File: src/include/cmrd_pkg.sv
// Shared constants and types of the clock monitor reference divider.
package cmrd_pkg;

    // Width of the divide-by-four prescalers on both sources.
    localparam int PRE_W = 2;
    // Width of the long divider: 4096 * 4 needs fourteen stages.
    localparam int LONG_W = 14;

    // Tap positions on the long divider, counted in source falling edges.
    // Bit n toggles every 2**n edges, so it divides the source by 2**(n+1).
    localparam int EXT_NORM_BIT = 8;     // 128 * 4 = 512
    localparam int STAB_SHORT_BIT = 3;   // 16
    localparam int STAB_LONG_BIT = 11;   // 4096
    localparam int INT_REF_SHORT_BIT = 5;   // 16 * 4 = 64
    localparam int INT_REF_LONG_BIT = 13;   // 4096 * 4 = 16384

    // Prescaler tap giving divide-by-four.
    localparam int PRE_BIT = 1;

    // Consecutive empty low phases of the internal reference before inactivity.
    localparam logic [1:0] MISS_LIMIT = 2'h2;
    localparam logic [1:0] MISS_RST = 2'h0;
    localparam logic [1:0] MISS_ONE = 2'h1;

    // Reset values.
    localparam logic FLAG_RST = 1'b0;
    localparam logic REF_RST = 1'b0;

    // Source feeding the long divider.
    typedef enum logic {CMRD_SRC_EXT, CMRD_SRC_BASE} cmrd_src_t;

endpackage

File: src/include/cmrd_div_if.sv
// Connection between the reference generator and one of its divider counters.
`timescale 1ns/1ps
interface cmrd_div_if #(parameter int W = 2);
    logic tick;
    logic clr;
    logic [W-1:0] cnt;

    modport owner (output tick, output clr, input cnt);
    modport counter (input tick, input clr, output cnt);
endinterface

File: src/verilog/cmrd_div_cnt.sv
// Ripple-free divider counter advanced by source edge ticks.
`timescale 1ns/1ps
module cmrd_div_cnt #(
    parameter int W = 2
) (
    input wire logic clock_i,      // System clock.
    input wire logic rst_n_i,      // Asynchronous reset, active low.
    cmrd_div_if.counter div        // Tick, clear and count.
);
    import cmrd_pkg::*;

    logic [W-1:0] cnt_ff;
    logic [W-1:0] nxt_cnt;

    generate
        if (W < 1)
        begin : g_chk
            $error("cmrd_div_cnt needs at least one stage");
        end
    endgenerate

    // Clear has priority so a source change never leaves a half-counted period.
    always_comb
    begin
        nxt_cnt = cnt_ff;
        if (div.clr)
        begin
            nxt_cnt = '0;
        end
        else if (div.tick)
        begin
            nxt_cnt = cnt_ff + {{(W-1){1'b0}}, 1'b1};
        end
    end

    always_ff @(posedge clock_i or negedge rst_n_i)
    begin
        if (!rst_n_i)
        begin
            cnt_ff <= '0;
        end
        else
        begin
            cnt_ff <= nxt_cnt;
        end
    end

    assign div.cnt = cnt_ff;

endmodule

File: src/verilog/cmrd_ref_gen.sv
// Clock monitor reference generator with crystal stabilization timer.
`timescale 1ns/1ps

// Functional notes
// - While monitoring is on, the external clock is checked against the internal reference.
// - External reference comes from the external clock, internal one from the base clock.
// - Each reference runs at most half the frequency of the clock it checks.
// - Slow-crystal select and crystal enable pick which side is divided and how far.
// - Both sources feed a divide-by-four prescaler; the long divider counts the undivided source.
// - Fast crystal, stable: external ref is ext/512, internal ref is base/4.
// - Slow crystal, stable: external ref is ext/4; internal ref base/16384 or base/64.
// - Generators off force their own references low (the external one only while stable is clear), leaving the other side alone.
// - Slow crystal, stable: long divider runs on base clock; stabilization tap base/16 or /4096.
// - The long divider doubles as the crystal stabilization timer.
// - The long divider is held cleared whenever the generator enable is low.
// - After turn-on stable reads clear and the long divider runs on the external clock.
// - Stabilization clock is ext/16 without crystal, ext/4096 with crystal.
// - Stable sets on the stabilization clock falling edge, after a full count.
// - Once stable, the long divider returns to its reference duty.
// - Later stabilization edges only keep stable set, never clear it.
// - Inactivity clearing stable returns the long divider to stabilization duty.
// - Stable clears when the generator enable is low or external inactivity is flagged.
// - Inactivity sets after two internal reference low phases without external falling edge.
module cmrd_ref_gen #(
    parameter int LONG_WIDTH = cmrd_pkg::LONG_W
) (
    input wire logic clock_i,             // System clock, 20 MHz.
    input wire logic rst_n_i,             // Asynchronous reset, active low.
    input wire logic ext_clk_i,           // External clock level.
    input wire logic base_clk_i,          // Internal low-frequency base clock level.
    input wire logic int_gen_on_i,        // Internal generator on.
    input wire logic ext_gen_on_i,        // External generator on.
    input wire logic ext_gen_enable_i,    // External generator enable, low when off or stopped.
    input wire logic slow_crystal_sel_i,  // Slow-crystal select configuration bit.
    input wire logic crystal_enable_i,    // Crystal enable configuration bit.
    input wire logic monitor_on_i,        // Clock monitor enable.
    output logic ext_ref_o,               // External reference clock.
    output logic int_ref_o,               // Internal reference clock.
    output logic stab_clk_o,              // Stabilization clock.
    output logic ext_stable_o,            // External clock stable flag.
    output logic ext_inactive_o           // External clock inactive indicator.
);
    import cmrd_pkg::*;

    generate
        if (LONG_WIDTH < INT_REF_LONG_BIT + 1)
        begin : g_chk
            $error("cmrd_ref_gen long divider too short for the slowest tap");
        end
    endgenerate

    // A tap bit falls on the next tick when every bit up to it is one.
    function automatic logic tap_falls(input logic [LONG_WIDTH-1:0] cnt, input int tap);
        logic ones;
        ones = 1'b1;
        for (int i = 0; i < LONG_WIDTH; i++)
        begin
            if (i <= tap)
            begin
                ones = ones & cnt[i];
            end
        end
        return ones;
    endfunction

    // Falling edge between a sampled level and the present one.
    function automatic logic fell(input logic prev, input logic now);
        return prev & ~now;
    endfunction

    // Source clock sampling. Both sources must stay below half of clock_i;
    // faster external clocks cannot be seen by this sampled implementation.
    logic ext_prev_ff;
    logic base_prev_ff;
    logic ext_tick;
    logic base_tick;

    always_ff @(posedge clock_i or negedge rst_n_i)
    begin
        if (!rst_n_i)
        begin
            ext_prev_ff <= REF_RST;
            base_prev_ff <= REF_RST;
        end
        else
        begin
            ext_prev_ff <= ext_clk_i;
            base_prev_ff <= base_clk_i;
        end
    end

    assign ext_tick = fell(ext_prev_ff, ext_clk_i);
    assign base_tick = fell(base_prev_ff, base_clk_i);

    // Divider counters.
    cmrd_div_if #(.W(PRE_W)) pre_ext ();
    cmrd_div_if #(.W(PRE_W)) pre_base ();
    cmrd_div_if #(.W(LONG_WIDTH)) long_div ();

    cmrd_div_cnt #(.W(PRE_W)) u_pre_ext (
        .clock_i (clock_i),
        .rst_n_i (rst_n_i),
        .div (pre_ext.counter)
    );

    cmrd_div_cnt #(.W(PRE_W)) u_pre_base (
        .clock_i (clock_i),
        .rst_n_i (rst_n_i),
        .div (pre_base.counter)
    );

    cmrd_div_cnt #(.W(LONG_WIDTH)) u_long (
        .clock_i (clock_i),
        .rst_n_i (rst_n_i),
        .div (long_div.counter)
    );

    // Main state.
    cmrd_src_t long_sel_ff;
    cmrd_src_t nxt_long_sel;
    logic ext_stable_ff;
    logic nxt_ext_stable;
    logic ext_ref_ff;
    logic nxt_ext_ref;
    logic int_ref_ff;
    logic nxt_int_ref;
    logic stab_ff;
    logic nxt_stab;
    logic inactive_ff;
    logic nxt_inactive;
    logic seen_ff;
    logic nxt_seen;
    logic [1:0] miss_ff;
    logic [1:0] nxt_miss;
    logic long_tick;
    logic long_clr;
    logic stab_fall;
    logic ext_div4;
    logic base_div4;

    assign pre_ext.tick = ext_tick;
    assign pre_ext.clr = ~ext_gen_enable_i;
    assign pre_base.tick = base_tick;
    assign pre_base.clr = ~int_gen_on_i;
    assign ext_div4 = pre_ext.cnt[PRE_BIT];
    assign base_div4 = pre_base.cnt[PRE_BIT];

    assign long_div.tick = long_tick;
    assign long_div.clr = long_clr;

    always_comb
    begin
        // Long divider source: external clock until stable, base clock only
        // for a stable slow crystal.
        nxt_long_sel = CMRD_SRC_EXT;
        if (ext_stable_ff && slow_crystal_sel_i)
        begin
            nxt_long_sel = CMRD_SRC_BASE;
        end
        long_tick = (long_sel_ff == CMRD_SRC_BASE) ? base_tick : ext_tick;
        // A source change restarts the count, so no short period crosses the switch.
        // While the external clock is judged dead and stable is already gone, the
        // count is held at zero, so recovery always needs a full stabilization count.
        long_clr = ~ext_gen_enable_i | (nxt_long_sel != long_sel_ff)
                   | (inactive_ff & ~ext_stable_ff);

        // The stabilization tap sits on the long divider.
        nxt_stab = crystal_enable_i ? long_div.cnt[STAB_LONG_BIT]
                                    : long_div.cnt[STAB_SHORT_BIT];
        stab_fall = long_tick & ~long_clr & stab_ff
                    & tap_falls(long_div.cnt, crystal_enable_i ? STAB_LONG_BIT : STAB_SHORT_BIT);

        // Reference selection.
        if (!ext_stable_ff)
        begin
            nxt_ext_ref = 1'b0;
            nxt_int_ref = base_div4;
        end
        else if (slow_crystal_sel_i)
        begin
            nxt_ext_ref = ext_div4;
            nxt_int_ref = crystal_enable_i ? long_div.cnt[INT_REF_SHORT_BIT]
                                           : long_div.cnt[INT_REF_LONG_BIT];
        end
        else
        begin
            nxt_ext_ref = long_div.cnt[EXT_NORM_BIT];
            nxt_int_ref = base_div4;
        end
        if (!int_gen_on_i)
        begin
            nxt_int_ref = 1'b0;
        end
        if (!ext_gen_on_i && !ext_stable_ff)
        begin
            nxt_ext_ref = 1'b0;
            nxt_stab = 1'b0;
        end

        // Stable flag: the set wins over an inactivity clear in the same cycle.
        nxt_ext_stable = ext_stable_ff;
        if (inactive_ff)
        begin
            nxt_ext_stable = 1'b0;
        end
        if (stab_fall)
        begin
            nxt_ext_stable = 1'b1;
        end
        if (!ext_gen_enable_i)
        begin
            nxt_ext_stable = 1'b0;
        end

        // Activity check of the external clock over internal reference low phases.
        nxt_seen = seen_ff;
        nxt_miss = miss_ff;
        nxt_inactive = inactive_ff;
        if (!monitor_on_i)
        begin
            // Monitoring off: the checker rests, which is why software turns it
            // off while the reference ratios are being changed.
            nxt_seen = 1'b0;
            nxt_miss = MISS_RST;
            nxt_inactive = 1'b0;
        end
        else if (!int_ref_ff)
        begin
            if (ext_tick)
            begin
                nxt_seen = 1'b1;
                nxt_miss = MISS_RST;
                nxt_inactive = 1'b0;
            end
            else if (nxt_int_ref)
            begin
                // Low phase ends; it counts as a miss only if no external edge was seen in it.
                nxt_seen = 1'b0;
                if (!seen_ff)
                begin
                    nxt_miss = (miss_ff >= MISS_LIMIT) ? MISS_LIMIT : miss_ff + MISS_ONE;
                    if (miss_ff + MISS_ONE >= MISS_LIMIT)
                    begin
                        nxt_inactive = 1'b1;
                    end
                end
                else
                begin
                    nxt_miss = MISS_RST;
                end
            end
        end
        else
        begin
            nxt_seen = 1'b0;
        end
    end

    always_ff @(posedge clock_i or negedge rst_n_i)
    begin
        if (!rst_n_i)
        begin
            long_sel_ff <= CMRD_SRC_EXT;
            ext_stable_ff <= FLAG_RST;
            ext_ref_ff <= REF_RST;
            int_ref_ff <= REF_RST;
            stab_ff <= REF_RST;
            inactive_ff <= FLAG_RST;
            seen_ff <= FLAG_RST;
            miss_ff <= MISS_RST;
        end
        else
        begin
            long_sel_ff <= nxt_long_sel;
            ext_stable_ff <= nxt_ext_stable;
            ext_ref_ff <= nxt_ext_ref;
            int_ref_ff <= nxt_int_ref;
            stab_ff <= nxt_stab;
            inactive_ff <= nxt_inactive;
            seen_ff <= nxt_seen;
            miss_ff <= nxt_miss;
        end
    end

    assign ext_ref_o = ext_ref_ff;
    assign int_ref_o = int_ref_ff;
    assign stab_clk_o = stab_ff;
    assign ext_stable_o = ext_stable_ff;
    assign ext_inactive_o = inactive_ff;

endmodule
File: config.mk
export PLATFORM = sky130hd
export DESIGN_NAME = cmrd_ref_gen
export DESIGN_NICKNAME = d
export VERILOG_FILES = /design/src/include/cmrd_pkg.sv /design/src/include/cmrd_div_if.sv /design/src/verilog/cmrd_div_cnt.sv /design/src/verilog/cmrd_ref_gen.sv
export SDC_FILE = /design/constraint.sdc
export NUM_CORES = 1
export LEC_CHECK = 0
export BUFFER_PORTS_ARGS = -buffer_cell sky130_fd_sc_hd__buf_2
export CAP_MARGIN = 0
export CORE_AREA = 2 2 55 57
export DETAILED_ROUTE_END_ITERATION = 7
export DIE_AREA = 0 0 57 59
export GPL_ROUTABILITY_DRIVEN = 0
export PLACE_DENSITY_LB_ADDON = 0.15
export SETUP_SLACK_MARGIN = 0.1
export SLEW_MARGIN = 20
export SYNTH_ARGS = -nofsm -noshare
export SYNTH_HDL_FRONTEND = slang
export SYNTH_SLANG_ARGS = --single-unit
File: constraint.sdc
create_clock -name clock_i -period 1.6 [get_ports clock_i]
set_input_delay 0.16 -clock clock_i [delete_from_list [all_inputs] [get_ports clock_i]]
set_output_delay 0.16 -clock clock_i [all_outputs]
set_load 0.1 [all_outputs]
# Yosys cells after proc, flatten, opt, wreduce, memory -nomap -nowiden
# Cells that the tools add are included.
# word_totals
in_bits	10
elab_cells	126
ff_bits	29
# classes
n_eq_ne	9
addsub	4
muxes	51
reduce_logical	7
n_bitwise	26
n_lt_le_gt_ge	16
# ops
cell	n
$mux 1	38
$mux 14	2
$le 4x4->1 const A	6
$mux 2	10
$and 1x1->1	19
$le 3x4->1 const A	4
$add 14x1->14 const B	1
$ne 3x1->1 const B	3
$le 1x4->1 const A	2
$le 2x4->1 const A	2
$add 2x1->2 const B	3
$not 1->1	5
$ge 2x2->1 const B	2
$mux 4	1
$ne 2x1->1 const B	2
$ne 4x1->1 const B	1
$reduce_and 4->1	1
$ne 3x3->1 const B	1
$logic_and 1x1->1	2
$logic_not 1->1	2
$ne 2x2->1 const B	1
$or 1x1->1	2
$reduce_and 2->1	1
$reduce_bool 2->1	1
$ne 1x1->1	1

# Logic depth before layout (Yosys ltp)
# logic_depth
ltp_word	32
ltp_mapped	5
mapped_depth_nobuf	5

# Cells and area by module
# Synthesis repeated with hierarchy kept, for this count alone.
# unflattened
cells_unflattened	141
area_unflattened_um2	1478.9
# modules_own_cells
mod	seq_area_each_um2	instances	area_per_inst_um2	cells_each
cmrd_div_cnt at u_long	350.3	1	729.4	70
cmrd_ref_gen	275.3	1	571.8	57
cmrd_div_cnt at u_pre_base ...	50.0	2	88.8	7

# Least setup slack after synthesis
# No wires, ideal clock.
# synth_path
path_type	register to register
startpoint	register ext_stable_ff (netlist: ext_stable_o)
endpoint	register seen_ff
path_stages_with_launch	5
n_path_buf	0
setup_ps	120
setup_slack_ps	-337
period_less_slack_ps	1937
t_arrival_ps	1817
t_required_ps	1480
path_cell_list	dfrtp_1 a21oi_1 a211oi_4 o21ai_0 and3b_1
# synth_between
elab_chain_cells	3
# synth_rtl
item	line_no	rtl
start, declared	cmrd_ref_gen.sv:121	logic ext_stable_ff;
start signal, assigned	cmrd_ref_gen.sv:275	ext_stable_ff <= nxt_ext_stable;
$mux 1	cmrd_ref_gen.sv:174	if (!ext_stable_ff)
$mux 1	cmrd_ref_gen.sv:190	if (!int_gen_on_i)
net nxt_int_ref	cmrd_ref_gen.sv:126	logic nxt_int_ref;
$ne 4x1->1 (no line)	--	
end signal, assigned	cmrd_ref_gen.sv:280	seen_ff <= nxt_seen;
end, declared	cmrd_ref_gen.sv:131	logic seen_ff;
# The timed path passes the listed nets, and every way through them passes these cells.
# A chain may end at the register's enable or synchronous reset.

# Final worst setup path
# layout_path
startpoint	register ext_stable_ff (netlist: ext_stable_o)
endpoint	register u_long.cnt_ff[11] (netlist: u_long.div.cnt[11])
# layout_between
elab_chain_cells	6
elab_cells_between_ends	9
cone_classes	1 x eq/ne; 2 x mux; 4 x bitwise; 2 x reduce/logical
# layout_rtl
item	line_no	rtl
$logic_and 1x1->1	cmrd_ref_gen.sv:156	if (ext_stable_ff && slow_crystal_sel_i)
$mux 1	cmrd_ref_gen.sv:156	
$ne 1x1->1	cmrd_ref_gen.sv:164	long_clr = ~ext_gen_enable_i | (nxt_long_sel != long_sel_ff)
$or 1x1->1	cmrd_ref_gen.sv:164	
$or 1x1->1 (*)	cmrd_ref_gen.sv:165	| (inactive_ff & ~ext_stable_ff);
$mux 14 or $reduce_bool 2->1 (tied branches)	--	
end signal, assigned	cmrd_div_cnt.sv:44	cnt_ff <= nxt_cnt;
end, declared	cmrd_div_cnt.sv:12	logic [W-1:0] cnt_ff;
# Every way passes the cells marked *; elsewhere a longest branch is shown, timed or not.

==> flow_summary.json <==
{
  "ys.warnings.count": 0,
  "met2_usage": 0.345,
  "syn_area_sq_um": 1530,
  "period_needed_ps": 1470,
  "tns_ps": 0,
  "synth_edf_count": 0,
  "post_dp_cell_area_sq_um": 1660,
  "ant_nets": 0,
  "seq_area_frac_synth": 0.475,
  "portBuffers": 14,
  "synth_area_leaders": "dfrtp_1, xnor2_1, nor2_1, a211oi_2, a21oi_1",
  "drt-total-wl_um": 3380,
  "worstPathArrival_ps": 1700,
  "cp_top_family": "compound AO/OA/AOI/OAI gates",
  "synth_top_area_frac": 0.475,
  "min_path_type": "input pin to flop",
  "yosysMostFrequentCell": "dfrtp_1",
  "wl_per_cell_um": 16.5,
  "fin_area_sq_um": 1880,
  "cts-buffers-inserted": 5,
  "synth_async_sr_flop_share": 1.00,
  "postSynthAreaPerCell_sq_um": 10.9,
  "max_freq_ghz": 0.682,
  "synthCells": 140,
  "rows": 19,
  "dr.first_iter.drc_count": 58,
  "clkSlewWorstSetupHoldPaths_ps": 100,
  "grt_pass1_wl_um": 5380,
  "syn_nets": 154,
  "slowest_stage": "dfrtp_4",
  "die_y_um": 59,
  "drt_drc_violations_left": 0,
  "leakage_nw": 0.813,
  "post-dp-hpwl_um": 2220,
  "core_sq_um": 2710,
  "grt.met1_usage": 0.274,
  "dieArea_sq_um": 3360,
  "hold_violations": 0,
  "viasPerCell": 5.83,
  "skew_ps": 7.32,
  "grt_overflow_total": 0,
  "drt-pass1-iter-count": 4,
  "slew_violations": 0,
  "cts_num_sinks": 29,
  "nets": 187,
  "grt_max_degree": 30,
  "power.density_nw_per_um2": 746,
  "status": "completed",
  "post-route-period-util": 0.916,
  "worstSetupPathType": "flop to flop",
  "grt_pass1_vias": 1146,
  "vdd_drop_max_uv": 803,
  "area.growth.synth_to_final_pct": 23.2,
  "synth_cell_type_count": 36,
  "worst_ep_required_time_ps": 1830,
  "num_vias": 1195,
  "worstPathMaxFanout": 11,
  "initial_utilization": 0.564,
  "h-tree-depth": 2,
  "worstPathCellList": "buf_4 > a31oi_4 > nor2_1 > a31o_1",
  "relSlewSlack": 0.570,
  "rsz0062_at_grt": "true",
  "cp-end-kind": "flop",
  "drive_gt1_frac": 0.316,
  "critPathMaxStageDelay_ps": 530,
  "die_width_um": 57,
  "synthTopCellsByCount": "dfrtp_1, nor2_1, xnor2_1",
  "grt.busiest_layer": "met2",
  "antenna_found_initial": 0,
  "setup_viol": 0,
  "ys_ff_latch": 29,
  "drv_cap": 0,
  "diodes": 0,
  "cts_tree": "done",
  "cts_root_buffer": "clkbuf_4",
  "globalRouteMet3Util": 0.0655,
  "ys.flop_type": "dfrtp_1",
  "cp_num_buf_inv": 1,
  "yosysTopAreaCell": "dfrtp_1",
  "boundaryPins": 15,
  "clockBufferDepth": 2,
  "tightest_slew_ps": 645,
  "critPathLaunchType": "flop",
  "insertion_delay_ps": 330,
  "grt_usage": 0.215
}
## per-layer routing
layer  part of all wire  routed length [um]  vias to the layer above
li1                   -                   -                      574
met1               0.44                1500                      585
met2               0.49                1670                       31
met3              0.048                 161                        5
met4              0.017                  56                        0
met5                  0                   0                        -
## cell usage in the layout, fill, tap and decap left out, types with 4 or more instances in the layout
master / synthesis / final
dfrtp_1: 29 / 26
buf_2: 0 / 15
nor2_1: 14 / 14
xnor2_1: 13 / 13
a21oi_1: 10 / 9
nand2_1: 9 / 9
inv_1: 8 / 8
buf_4: 2 / 8
nand4_1: 7 / 7
nand3_1: 5 / 5
clkbuf_4: 0 / 5
a211oi_2: 4 / 4
ha_1: 4 / 4
## cells by family (layout without fill, tap and decap cells)
kind of cell | after synthesis | after routing | share of synthesized area
compound gates | 30 | 30 | 0.163
xor+xnor | 14 | 14 | 0.0802
fa+ha+maj | 4 | 4 | 0.0327
buf+inv | 10 | 43 | 0.0295
flops | 29 | 29 | 0.475
mux | 2 | 2 | 0.0155
simple gates | 51 | 52 | 0.205
## layout make-up
class / count / area [sq um]
multi-input cells: 102 / 836
fillers: 206 / 827
flip-flops and latches: 29 / 732
repair buffers: 27 / 176
clock buffers: 7 / 65.1
well taps: 31 / 38.8
inverters: 8 / 30.0
clock inverters: 1 / 5.00
## state kept, by name, indices dropped and copies added, names as in the netlist, 2 cells and up
register / cells
miss_ff: 2
u_long.div.cnt: 14
u_pre_ext.div.cnt: 2
u_pre_base.div.cnt: 2
## metrics by stage
stage,util,power [mW],hold WS (ps),std cells,setup WS (ps)
final,0.695,1.40,61.2,205,134
after global routing,0.695,1.47,55.1,205,73.7
after CTS,0.649,1.41,53.7,198,103
after detailed placement,0.612,0.887,224,187,95.4
after global placement,0.612,0.882,217,187,150
after floorplan,-,0.839,-136,140,113
## power breakdown
group          total, mW  internal [mW]  switching (mW)
Combinational      0.124         0.0498          0.0738
Clock              0.517          0.254           0.262
Sequential         0.764          0.748          0.0160
Total               1.40           1.05           0.352
## timing repair
action / 4_1_cts / 5_1_grt
endpoints found under the setup margin: 1 / 17
cloned: 0 / 2
resized for setup: 1 / 10
hold endpoints to repair: 31 / 0
pin swaps: 0 / 7
hold buffers: 3 / 0
buffers inserted: 0 / 5
## final timing paths
check | from | end | slack [ps] | cells past startpoint
max in group asynchronous | rst_n_i | ext_stable_o | 750 | 2
min in group asynchronous | rst_n_i | stab_clk_o | 380 | 2
worst min register to register | miss_ff[0] | miss_ff[0] | 500 | 1
worst max register to register | ext_stable_o | u_long.div.cnt[11] | 130 | 4
worst min-delay path | crystal_enable_i | stab_clk_o | 60 | 2
worst max-delay path | ext_stable_o | u_long.div.cnt[11] | 130 | 4
Note: power is estimated with default switching activity, not from simulation.
